===== config.mk =====
export PLATFORM = sky130hd
export DESIGN_NAME = fcs_host_sequencer
export DESIGN_NICKNAME = d
export VERILOG_FILES = /design/src/fcs_pkg.sv /design/src/fcs_host_sequencer.sv
export SDC_FILE = /design/constraint.sdc
export NUM_CORES = 1
export LEC_CHECK = 0
export BUFFER_PORTS_ARGS = -buffer_cell sky130_fd_sc_hd__buf_2
export CAP_MARGIN = 10
export CORE_UTILIZATION = 38
export CTS_BUF_LIST = sky130_fd_sc_hd__clkbuf_2 sky130_fd_sc_hd__clkbuf_4 sky130_fd_sc_hd__clkbuf_8
export DETAILED_ROUTE_END_ITERATION = 6
export PLACE_DENSITY = 0.69
export SYNTH_ARGS = -nofsm -noshare
export SYNTH_HDL_FRONTEND = slang
export SYNTH_SLANG_ARGS = --single-unit

===== constraint.sdc =====
create_clock -name CORE_CLK_IN -period 2.3 [get_ports CORE_CLK_IN]
set_input_delay 0.345 -clock CORE_CLK_IN [delete_from_list [all_inputs] [get_ports CORE_CLK_IN]]
set_output_delay 0.345 -clock CORE_CLK_IN [all_outputs]
set_load 0.05 [all_outputs]

===== src/fcs_pkg.sv =====
// Constants and types shared by the flash card command sequencer host.
package fcs_pkg;

  // ----------------------------------------------------------------------
  // Card address and data layout
  // ----------------------------------------------------------------------
  localparam int LOC_W = 18;
  localparam int ADDR_W = LOC_W + 1;
  localparam int LANE_BIT = 0;
  localparam int WAIT_W = 21;
  localparam int TRY_W = 10;
  localparam logic [ADDR_W-1:0] ID_MAKER_ADDR = 19'h00000;
  localparam logic [ADDR_W-1:0] ID_PART_ADDR = 19'h00001;
  localparam logic [ADDR_W-1:0] ODD_BANK_START = 19'h00001;
  localparam logic [ADDR_W-1:0] LOC_STEP = 19'h00002;

  // ----------------------------------------------------------------------
  // Command codes and data patterns
  // ----------------------------------------------------------------------
  localparam logic [7:0] CMD_READ = 8'h00;
  localparam logic [7:0] CMD_IDENT = 8'h90;
  localparam logic [7:0] CMD_ERASE = 8'h20;
  localparam logic [7:0] CMD_EVFY = 8'hA0;
  localparam logic [7:0] CMD_PSETUP = 8'h40;
  localparam logic [7:0] CMD_PVFY = 8'hC0;
  localparam logic [7:0] CMD_RESET = 8'hFF;
  localparam logic [7:0] ERASED_VALUE = 8'hFF;
  localparam logic [7:0] PRE_VALUE = 8'h00;

  // ----------------------------------------------------------------------
  // Timing
  // ----------------------------------------------------------------------
  localparam int CLK_PERIOD_NS = 8;
  localparam int WE_LOW_NS = 50;
  localparam int WE_LOW_CYC = (WE_LOW_NS + CLK_PERIOD_NS - 1) / CLK_PERIOD_NS;
  localparam int ACC_NS = 250;
  localparam int ACC_CYC = (ACC_NS + CLK_PERIOD_NS - 1) / CLK_PERIOD_NS;
  localparam int SYNC_CYC = 2;
  localparam int REC_US = 6;
  localparam int REC_CYC = (REC_US * 1000 + CLK_PERIOD_NS - 1) / CLK_PERIOD_NS;
  localparam int PGM_PULSE_US = 10;
  localparam int PGM_PULSE_CYC =
    (PGM_PULSE_US * 1000 + CLK_PERIOD_NS - 1) / CLK_PERIOD_NS;
  localparam int ERASE_PULSE_MS = 10;
  localparam int ERASE_PULSE_CYC_DFLT =
    (ERASE_PULSE_MS * 1000000 + CLK_PERIOD_NS - 1) / CLK_PERIOD_NS;
  localparam int PGM_MAX_TRY = 25;
  localparam int ERASE_MAX_TRY = 1000;

  // ----------------------------------------------------------------------
  // Requests
  // ----------------------------------------------------------------------
  typedef enum logic [2:0] {
    OP_READ,
    OP_IDENT_MAKER,
    OP_IDENT_PART,
    OP_PROGRAM,
    OP_ERASE,
    OP_RESET
  } fcs_op_t;

endpackage


===== src/fcs_host_sequencer.sv =====
// Host that drives a flash card segment through its command register pins.
//
// Contract
// - Erase-verify command ends running erase.
// - Verify location goes with each command.
// - Rewrite erase-verify before every location.
// - Even bank fully before odd bank.
// - Program all zeros before erasing.
// - Verify walks upward from lowest address.
// - On failure re-erase, resume there.
// - Leave erase-verify with valid command.
// - Reset code twice after program set-up.
`timescale 1ns/1ps
module fcs_host_sequencer #(
  parameter int unsigned ERASE_PULSE_CYC = fcs_pkg::ERASE_PULSE_CYC_DFLT
) (
  input wire logic CORE_CLK_IN,
  input wire logic SRST_IN,
  input wire logic REQ_VALID_IN,
  input wire fcs_pkg::fcs_op_t REQ_OP_IN,
  input wire logic [fcs_pkg::ADDR_W-1:0] REQ_ADDR_IN,
  input wire logic [fcs_pkg::LOC_W-1:0] REQ_LAST_IN,
  input wire logic [7:0] REQ_DATA_IN,
  input wire logic [7:0] CARD_DATA_IN,
  output logic REQ_READY_OUT,
  output logic DONE_OUT,
  output logic FAIL_OUT,
  output logic [7:0] RESULT_OUT,
  output logic [fcs_pkg::ADDR_W-1:0] CARD_ADDR_OUT,
  output logic [7:0] CARD_DATA_OUT,
  output logic CARD_DATA_OE_OUT,
  output logic CARD_WE_N_OUT,
  output logic CARD_OE_N_OUT,
  output logic CARD_CE_N_OUT,
  output logic CARD_VPP_EN_OUT
);
  import fcs_pkg::*;

  typedef enum logic [2:0] {B_IDLE, B_SETUP, B_STROBE, B_HOLD, B_READ}
    fcs_bus_t;
  typedef enum logic [4:0] {
    M_IDLE, M_BUS, M_WAIT, M_RD_ISSUE, M_RD_DONE, M_PGM_SETUP, M_PGM_DATA,
    M_PGM_VFY, M_PGM_READ, M_PGM_CHECK, M_ERS_SETUP, M_ERS_GO, M_EV_CMD,
    M_EV_READ, M_EV_CHECK, M_RST1, M_RST2, M_END, M_ID_CMD
  } fcs_main_t;

  fcs_bus_t bus_st;
  fcs_main_t st;
  fcs_main_t ret;
  fcs_op_t op;
  logic [5:0] bus_cnt;
  logic bus_go;
  logic bus_rd;
  logic bus_done;
  logic [ADDR_W-1:0] bus_addr;
  logic [7:0] bus_data;
  logic [7:0] rd_data;
  logic [7:0] card_data_meta;
  logic [7:0] card_data_sync;
  logic [WAIT_W-1:0] wait_cnt;
  logic [ADDR_W-1:0] addr;
  logic [LOC_W-1:0] last;
  logic [7:0] val;
  logic [TRY_W-1:0] tries;
  logic pre;

  // ----------------------------------------------------------------------
  // Card data synchroniser
  // ----------------------------------------------------------------------
  always_ff @(posedge CORE_CLK_IN) begin
    card_data_meta <= CARD_DATA_IN;
    card_data_sync <= card_data_meta;
  end

  // ----------------------------------------------------------------------
  // Pin cycle engine
  // ----------------------------------------------------------------------
  // Address is driven one cycle before the strobe falls so the card sees a
  // settled value on the falling edge; data stays driven past the rise.
  always_ff @(posedge CORE_CLK_IN) begin
    if (SRST_IN) begin
      bus_st <= B_IDLE;
      bus_cnt <= 6'h00;
      bus_done <= 1'b0;
      rd_data <= 8'h00;
      CARD_ADDR_OUT <= '0;
      CARD_DATA_OUT <= 8'h00;
      CARD_DATA_OE_OUT <= 1'b0;
      CARD_WE_N_OUT <= 1'b1;
      CARD_OE_N_OUT <= 1'b1;
      CARD_CE_N_OUT <= 1'b1;
    end else begin
      bus_done <= 1'b0;
      case (bus_st)
        B_IDLE: begin
          if (bus_go) begin
            CARD_ADDR_OUT <= bus_addr;
            CARD_CE_N_OUT <= 1'b0;
            bus_cnt <= 6'h00;
            if (bus_rd) begin
              CARD_OE_N_OUT <= 1'b0;
              bus_st <= B_READ;
            end else begin
              CARD_DATA_OUT <= bus_data;
              CARD_DATA_OE_OUT <= 1'b1;
              bus_st <= B_SETUP;
            end
          end
        end
        B_SETUP: begin
          CARD_WE_N_OUT <= 1'b0;
          bus_st <= B_STROBE;
        end
        B_STROBE: begin
          if (bus_cnt == 6'(WE_LOW_CYC - 1)) begin
            CARD_WE_N_OUT <= 1'b1;
            bus_st <= B_HOLD;
          end else begin
            bus_cnt <= bus_cnt + 6'h01;
          end
        end
        B_HOLD: begin
          CARD_DATA_OE_OUT <= 1'b0;
          CARD_CE_N_OUT <= 1'b1;
          bus_done <= 1'b1;
          bus_st <= B_IDLE;
        end
        B_READ: begin
          if (bus_cnt == 6'(ACC_CYC + SYNC_CYC)) begin
            rd_data <= card_data_sync;
            CARD_OE_N_OUT <= 1'b1;
            CARD_CE_N_OUT <= 1'b1;
            bus_done <= 1'b1;
            bus_st <= B_IDLE;
          end else begin
            bus_cnt <= bus_cnt + 6'h01;
          end
        end
        default: bus_st <= B_IDLE;
      endcase
    end
  end

  // ----------------------------------------------------------------------
  // Command sequencing
  // ----------------------------------------------------------------------
  always_ff @(posedge CORE_CLK_IN) begin
    if (SRST_IN) begin
      st <= M_IDLE;
      ret <= M_IDLE;
      op <= OP_READ;
      bus_go <= 1'b0;
      bus_rd <= 1'b0;
      bus_addr <= '0;
      bus_data <= 8'h00;
      wait_cnt <= '0;
      addr <= '0;
      last <= '0;
      val <= 8'h00;
      tries <= '0;
      pre <= 1'b0;
      REQ_READY_OUT <= 1'b0;
      DONE_OUT <= 1'b0;
      FAIL_OUT <= 1'b0;
      RESULT_OUT <= 8'h00;
      CARD_VPP_EN_OUT <= 1'b0;
    end else begin
      bus_go <= 1'b0;
      DONE_OUT <= 1'b0;
      case (st)
        M_IDLE: begin
          REQ_READY_OUT <= 1'b1;
          if (REQ_VALID_IN && REQ_READY_OUT) begin
            REQ_READY_OUT <= 1'b0;
            FAIL_OUT <= 1'b0;
            op <= REQ_OP_IN;
            addr <= REQ_ADDR_IN;
            last <= REQ_LAST_IN;
            val <= REQ_DATA_IN;
            tries <= '0;
            pre <= 1'b0;
            case (REQ_OP_IN)
              OP_PROGRAM, OP_ERASE: begin
                // The card ignores program and erase while the supply is low.
                CARD_VPP_EN_OUT <= 1'b1;
                wait_cnt <= WAIT_W'(REC_CYC);
                ret <= M_PGM_SETUP;
                st <= M_WAIT;
                if (REQ_OP_IN == OP_ERASE) begin
                  pre <= 1'b1;
                  addr <= '0;
                  val <= PRE_VALUE;
                end
              end
              OP_RESET: st <= M_RST1;
              OP_IDENT_MAKER, OP_IDENT_PART: begin
                // A low supply holds the card's command register in read
                // mode, so the identify code would be lost without it.
                CARD_VPP_EN_OUT <= 1'b1;
                wait_cnt <= WAIT_W'(REC_CYC);
                ret <= M_ID_CMD;
                st <= M_WAIT;
                addr <= (REQ_OP_IN == OP_IDENT_PART) ? ID_PART_ADDR :
                        ID_MAKER_ADDR;
              end
              default: begin
                bus_go <= 1'b1;
                bus_rd <= 1'b0;
                bus_data <= CMD_READ;
                wait_cnt <= '0;
                ret <= M_RD_ISSUE;
                st <= M_BUS;
              end
            endcase
          end
        end
        M_BUS: begin
          if (bus_done) st <= (wait_cnt == '0) ? ret : M_WAIT;
        end
        M_WAIT: begin
          if (wait_cnt == '0) st <= ret;
          else wait_cnt <= wait_cnt - WAIT_W'(1);
        end
        M_RD_ISSUE, M_PGM_READ, M_EV_READ: begin
          bus_go <= 1'b1;
          bus_rd <= 1'b1;
          bus_addr <= addr;
          wait_cnt <= '0;
          ret <= (st == M_RD_ISSUE) ? M_RD_DONE :
                 (st == M_PGM_READ) ? M_PGM_CHECK : M_EV_CHECK;
          st <= M_BUS;
        end
        M_RD_DONE: begin
          RESULT_OUT <= rd_data;
          st <= M_END;
        end
        M_PGM_SETUP, M_PGM_DATA, M_PGM_VFY, M_ERS_SETUP, M_ERS_GO, M_EV_CMD,
        M_RST1, M_RST2, M_ID_CMD: begin
          bus_go <= 1'b1;
          bus_rd <= 1'b0;
          bus_addr <= addr;
          st <= M_BUS;
          wait_cnt <= '0;
          case (st)
            M_PGM_SETUP: begin
              bus_data <= CMD_PSETUP;
              ret <= M_PGM_DATA;
            end
            M_PGM_DATA: begin
              bus_data <= val;
              wait_cnt <= WAIT_W'(PGM_PULSE_CYC);
              ret <= M_PGM_VFY;
            end
            M_PGM_VFY: begin
              bus_data <= CMD_PVFY;
              wait_cnt <= WAIT_W'(REC_CYC);
              ret <= M_PGM_READ;
            end
            M_ERS_SETUP: begin
              bus_data <= CMD_ERASE;
              ret <= M_ERS_GO;
            end
            M_ERS_GO: begin
              bus_data <= CMD_ERASE;
              wait_cnt <= WAIT_W'(ERASE_PULSE_CYC);
              ret <= M_EV_CMD;
            end
            M_EV_CMD: begin
              bus_data <= CMD_EVFY;
              wait_cnt <= WAIT_W'(REC_CYC);
              ret <= M_EV_READ;
            end
            M_ID_CMD: begin
              bus_data <= CMD_IDENT;
              ret <= M_RD_ISSUE;
            end
            M_RST1: begin
              bus_data <= CMD_RESET;
              ret <= M_RST2;
            end
            default: begin
              bus_data <= CMD_RESET;
              ret <= M_END;
            end
          endcase
        end
        M_PGM_CHECK: begin
          if (rd_data == val) begin
            tries <= '0;
            if (!pre) begin
              st <= M_RST1;
            end else if (addr == {last, 1'b1}) begin
              pre <= 1'b0;
              addr <= '0;
              st <= M_ERS_SETUP;
            end else begin
              addr <= addr + ODD_BANK_START;
              st <= M_PGM_SETUP;
            end
          end else if (tries == TRY_W'(PGM_MAX_TRY - 1)) begin
            FAIL_OUT <= 1'b1;
            st <= M_RST1;
          end else begin
            tries <= tries + TRY_W'(1);
            st <= M_PGM_SETUP;
          end
        end
        M_EV_CHECK: begin
          if (rd_data == ERASED_VALUE) begin
            if (addr[ADDR_W-1:1] != last) begin
              addr <= addr + LOC_STEP;
              st <= M_EV_CMD;
            end else if (!addr[LANE_BIT]) begin
              addr <= ODD_BANK_START;
              tries <= '0;
              st <= M_ERS_SETUP;
            end else begin
              st <= M_RST1;
            end
          end else if (tries == TRY_W'(ERASE_MAX_TRY - 1)) begin
            FAIL_OUT <= 1'b1;
            st <= M_RST1;
          end else begin
            tries <= tries + TRY_W'(1);
            st <= M_ERS_SETUP;
          end
        end
        M_END: begin
          DONE_OUT <= 1'b1;
          CARD_VPP_EN_OUT <= 1'b0;
          st <= M_IDLE;
        end
        default: st <= M_IDLE;
      endcase
    end
  end

  // ----------------------------------------------------------------------
  // Checking helpers
  // ----------------------------------------------------------------------
  logic we_q;
  logic we_rise;
  logic [7:0] cmd1;
  logic [7:0] cmd2;
  logic [ADDR_W-1:0] ev_addr;
  logic even_done;

  assign we_rise = CARD_WE_N_OUT && !we_q;

  always_ff @(posedge CORE_CLK_IN) begin
    if (SRST_IN) begin
      we_q <= 1'b1;
      cmd1 <= 8'h00;
      cmd2 <= 8'h00;
      ev_addr <= '0;
      even_done <= 1'b0;
    end else begin
      we_q <= CARD_WE_N_OUT;
      if (we_rise) begin
        cmd1 <= CARD_DATA_OUT;
        cmd2 <= cmd1;
        if (CARD_DATA_OUT == CMD_EVFY) ev_addr <= CARD_ADDR_OUT;
      end
      if (st == M_IDLE) even_done <= 1'b0;
      else if (st == M_EV_CHECK && rd_data == ERASED_VALUE &&
               !addr[LANE_BIT] && addr[ADDR_W-1:1] == last)
        even_done <= 1'b1;
    end
  end
endmodule


-- Word level (Yosys, flattened, before mapping)
Cells that the tools add are included.
- register bits after elaboration: 193
- output and inout port bits: 43
- logic and storage cells: 238
- $add $sub $neg: 5
- equality and inequality tests: 61
- muxes and demuxes: 96
- bitwise gates (word level): 1
- reduce and logical (&&, ||, !) cells: 45
- operators with widths (operator ; number):
    $mux W19 ; 8
    $pmux W21 S4 ; 1
    $mux W10 ; 7
    $pmux W21 S3 ; 1
    $pmux W19 S3 ; 1
    $pmux W8 S6 ; 1
    $mux W21 ; 2
    $ne A2 B2 Y1 const B ; 21
    $pmux W21 S2 ; 1
    $eq A5 B4 Y1 const B ; 8
    $pmux W5 S8 ; 1
    $pmux W19 S2 ; 1
    $mux W5 ; 7
    $pmux W5 S7 ; 1
    $mux W8 ; 4
    $pmux W10 S3 ; 1
    $pmux W5 S3 ; 2
    $reduce_and A3 Y1 ; 10
    $mux W1 ; 28
    $mux W3 ; 8
    $logic_not A21 Y1 ; 1
    $sub A21 B1 Y21 const B ; 1
    $eq A5 B3 Y1 const B ; 4
    $add A19 B1 Y19 const B ; 1
    43 further kinds ; 87

-- Depth between registers and ports, before layout
- depth after elaboration: 5
- depth in mapped cells: 10
- mapped depth without buffers: 9

-- Least setup slack after synthesis
Ideal clock, no wire load.
- path kind: reg-to-reg
- start point: register addr[6]
- end point: register addr[9]
- data arrival time: 2330 ps
- required time: 2185 ps
- setup slack: -145 ps
- cell stages (with the launch flop): 11
- path buffers: 3
- period minus slack after synthesis: 2445 ps
- cell sequence: dfxtp_1 clkbuf_1 xnor2_1 nand4_1 nor3_1 nand2_1 clkbuf_1 o31ai_2 clkbuf_1 a21oi_1 o21a_1
- word-level cells in the longest chain between the ends: 5
- ends and longest elaborated chain (what ; RTL line ; text):
    from (decl) ; fcs_host_sequencer.sv:61 ; logic [ADDR_W-1:0] addr;
    from (signal assigned) ; fcs_host_sequencer.sv:203 ; addr <= (REQ_OP_IN == OP_IDENT_PART) ? ID_PART_ADDR :
    from (signal assigned) ; fcs_host_sequencer.sv:297 ; addr <= addr + ODD_BANK_START;
    from (signal assigned) ; fcs_host_sequencer.sv:311 ; addr <= addr + LOC_STEP;
    $add A19 B1 Y19 / $eq A19 B19 Y1 (equally long branches) ; fcs_host_sequencer.sv:297, fcs_host_sequencer.sv:292 ;
    $mux W19 ; fcs_host_sequencer.sv:292 ; end else if (addr == {last, 1'b1}) begin
    $mux W19 ; fcs_host_sequencer.sv:290 ; if (!pre) begin
    $mux W19 ; fcs_host_sequencer.sv:288 ; if (rd_data == val) begin
    $pmux W19 S3 ; fcs_host_sequencer.sv:170 ; case (st)
Parallel ways exist; a longest one is shown, timed or not. The select of a mux whose other input is x is not followed.
A chain may end at the register's enable or synchronous reset.

-- Worst setup path in the final report
- start point: register rd_data[7]
- end point: register addr[8]
- word-level cells in the longest chain between the ends: 3
- ends and longest elaborated chain (what ; RTL line ; text):
    from (decl) ; fcs_host_sequencer.sv:57 ; logic [7:0] rd_data;
    from (signal assigned) ; fcs_host_sequencer.sv:130 ; rd_data <= card_data_sync;
    $eq A8 B8 Y1 (on tied branches) ; -- ;
    $ne A2 B2 Y1 (no source line) ; -- ;
    $reduce_and A6 Y1 (no source line) (*) ; -- ;
Mark *: on every way between the ends. The rest lies on a longest branch, timed or not.

==> impl_metrics.yaml <==
global_route:
  grt_use_total_pct: 21.4
  grt_pass1_vias: 8401
  overflow: 0
  antenna_found_initial: 0
  grt_pass1_wl_um: 42700
  grt_max_degree: 51
yosys:
  yosysTopAreaCell: "dfxtp_1"
  netlist_instances: 1178
  synth-edff-count: 0
  synthFlopType: "dfxtp_1"
  synthesis.nets: 1245
  synth_top_area_share_pct: 41.7
  ys_top_cells_by_area: "dfxtp_1, a21oi_1, nand2_1"
  yosys.cell_types.count: 77
  synth-seq-cells: 193
  seq_area_frac_synth_pct: 41.7
  synth_warnings: 0
  synth_async_sr_flop_share_pct: 0
  netlist_area_um2: 9270
  avgSynthCellArea_um2: 7.87
final_layout:
  fin_cells: 1683
  antennaDiodeCount: 0
  nets: 1419
  syn2layout_area_growth_pct: 26.0
  post-route-util_pct: 49.3
  drive_above_1_share_pct: 24.3
  fillers: 2332
worst_setup_path:
  reg2reg_depth: 11
  critPathMaxFanout: 7
  crit_path_end: "addr[8]$_SDFFE_PP0P_"
  end_kind: "flip-flop"
  worstSetupPathType: "reg2reg"
  r2r-start: "rd_data[7]$_SDFFE_PP0P_"
  worstSetupStartpointType: "flip-flop"
  path_common_cell: "buf_4"
  cp_slowest_cell: "dfxtp_2"
  worstSetupStartpoint: "rd_data[7]$_SDFFE_PP0P_"
  crit_arrival_ns: 2.75
  crit_chain: "buf_6, xor2_1, nor4_2, buf_4, nand3_4, a211oi_4, buf_4, o31ai_4, buf_4, a21o_1, a41oi_2"
  r2r_end: "addr[8]$_SDFFE_PP0P_"
  max_stage_delay_ns: 0.34
  rrSetupSlack_ns: -0.06
  required_ns: 2.69
sta:
  finalCriticalPeriod_ns: 2.36
  whs_ns: 0.103
  clock_skew_ns: 0.0176
  hold_viol_final: 0
  setup_slack_ns: -0.0589
  slew_violations: 0
  setup_tns_ns: -0.0822
  fmax_mhz: 424
  finalSetupViolCount: 2
  min_period_over_period_pct: 103
  slew_headroom_pct: 54.7
  rsz0062_at_grt: "yes"
  tightestPinTransition_ns: 0.671
placed_design:
  placedCellCount: 1636
  dpl.hpwl_um: 19100
  io_buffers: 101
  place_congestion: 0.920
power:
  irDropWorstVdd_mv: 0.480
  power_density_nw_per_um2: 1000
  total_power_mw: 11.7
  p_leak_nw: 4.41
detailed_routing:
  wirelength_um: 26500
  dr.pass1.iters: 5
  drc: 0
  top_layer: "met4"
  wl_met2_um: 12000
  wl_met3_um: 1490
  routedWlPerCell_um: 15.7
  drtIter0Drc: 873
  wl_met1_um: 12400
  ant_nets: 0
  via_per_inst: 5.37
  num_vias: 9039
clock_tree:
  cts_root_buf: "clkbuf_8"
  h-tree-depth: 4
  clkTransAtPathRegs_ns: 0.10
  cts_buffers: 17
  clockBufferDepth: 2
  clk_latency_ns: 0.47
  cts_tree: "built"
  cts_sinks: 193
die:
  die_h_um: 158
  dieArea_um2: 25000
  dieWidth_um: 158
  start_util_pct: 39.1
  io_pins: 102
  row_count: 56
  core-area_um2: 23700
flow_run:
  maxCapViolations: 0
status:
  outcome: "complete, but fails checks"
  violations: "negative setup slack"
worst_hold_path:
  holdCritPathClass: "in2reg"
## worst min-delay path by stage
stage	from	end	slack, ns	depth (start not counted)
after global routing	REQ_LAST_IN[9]	last[9]$_SDFFE_PP0P_	0.09	3
final	REQ_LAST_IN[15]	last[15]$_SDFFE_PP0P_	0.10	3
after global placement	card_data_meta[1]$_DFF_P_	card_data_sync[1]$_DFF_P_	0.31	0
after floorplan	card_data_meta[0]$_DFF_P_	card_data_sync[0]$_DFF_P_	0.31	0
after CTS	REQ_LAST_IN[13]	last[13]$_SDFFE_PP0P_	0.08	3
after detailed placement	card_data_meta[7]$_DFF_P_	card_data_sync[7]$_DFF_P_	0.31	0
## cell usage in the layout (no fill, tap or decap), types with 12 or more instances in the layout
cell type  instances
nand3_1           32
xor2_1            16
mux2i_1           28
xnor2_1           37
buf_4            121
nand4_1           15
nand2b_1          12
nand2_1          177
clkbuf_8          18
dfxtp_1          188
nor2_1           110
o21ai_1           12
inv_1             18
nor3_1            37
a21oi_1          139
o21ai_0           51
buf_2            100
## report_power, final
group,switching [mW],internal [mW]
sequential,0.322,3.73
clock,1.21,1.13
combinational,3.02,2.30
## sequential cells by signal, indices dropped and copies added, names as in the netlist, 3 cells and up
signal,cells
bus_cnt,6
last,18
wait_cnt,21
card_data_meta,8
bus_data,8
val,8
st,5
bus_addr,19
rd_data,8
CARD_ADDR_OUT,19
ret,5
CARD_DATA_OUT,8
bus_st,3
addr,19
card_data_sync,8
RESULT_OUT,8
tries,10
## critical path, delay by kind of cell (launching register included)
kind | cells | cell delay [ns]
AND/OR/NAND/NOR | 2 | 0.41
AO/OA/AOI/OAI | 4 | 0.74
XOR/XNOR | 1 | 0.14
flip-flops | 1 | 0.34
buffers and inverters | 4 | 0.66
## final cells by class
cell class                      count  area (µm²)  area share (%)
Sequential cell                   193        3870            33.1
Clock buffer                       20         263            2.25
Inverter                           19        71.3           0.611
Timing Repair Buffer              243        1680            14.4
Multi-Input combinational cell    878        5240            44.9
Clock inverter                     11         155            1.33
Tap cell                          319         399            3.42
## synth_stat cells, types with 4 or more instances
cell type and count:
nor3_1 41, and3_1 5, nor4_1 12, o22ai_1 5, dfxtp_1 193, a22oi_1 5
nor2b_1 6, a21oi_1 142, a21o_1 5, a221oi_1 5, a22o_1 9, o31ai_1 10
nand4_1 15, o211ai_1 4, and4_1 5, clkbuf_1 69, nand2b_1 12, buf_2 8
nand3_1 33, a31oi_1 12, nor3b_1 5, mux2i_1 28, and2_1 8, or3_1 14
o21a_1 9, o21ai_1 9, inv_1 18, ha_1 8, xnor2_1 37, a211oi_1 12
buf_1 8, nand2_1 177, xor2_1 16, o21ai_0 60, nor2_1 113, or2_2 6
## cell families (layout without fill, tap and decap cells)
family,Yosys count,in the layout,synth area share [%]
XOR/XNOR,53,53,5.01
AO/OA/AOI/OAI,316,316,20.6
AND/OR/NAND/NOR,473,473,24.1
flip-flops,193,193,41.7
multiplexers,28,28,3.02
buffers and inverters,107,293,4.51
adder cells (fa/ha/maj),8,8,1.08
## metrics by stage
stage	instance area, µm²	setup slack, ns
floorplan	9310	0.00234
global placement	10900	-0.0468
detailed placement	10900	-0.0593
CTS	11400	-0.00264
global route	11700	-0.120
finish	11700	-0.0589
## layer usage
layer,up-vias,track usage [%]
li1,4494,-
met4,0,7.69
met1,4235,30.1
met2,271,32.9
met5,-,0
met3,39,3.28
## what timing repair did
| item | CTS | global route |
|---|---|---|
| setup endpoints to repair | 20 | 50 |
| pin swaps | 7 | 13 |
| buffers inserted | 0 | 7 |
| gates cloned | 0 | 1 |
| endpoints found under the hold margin | 8 | 0 |
| hold buffers | 8 | 0 |
| gates resized for setup | 7 | 60 |
No activity file was read; power rests on OpenSTA's default activity.
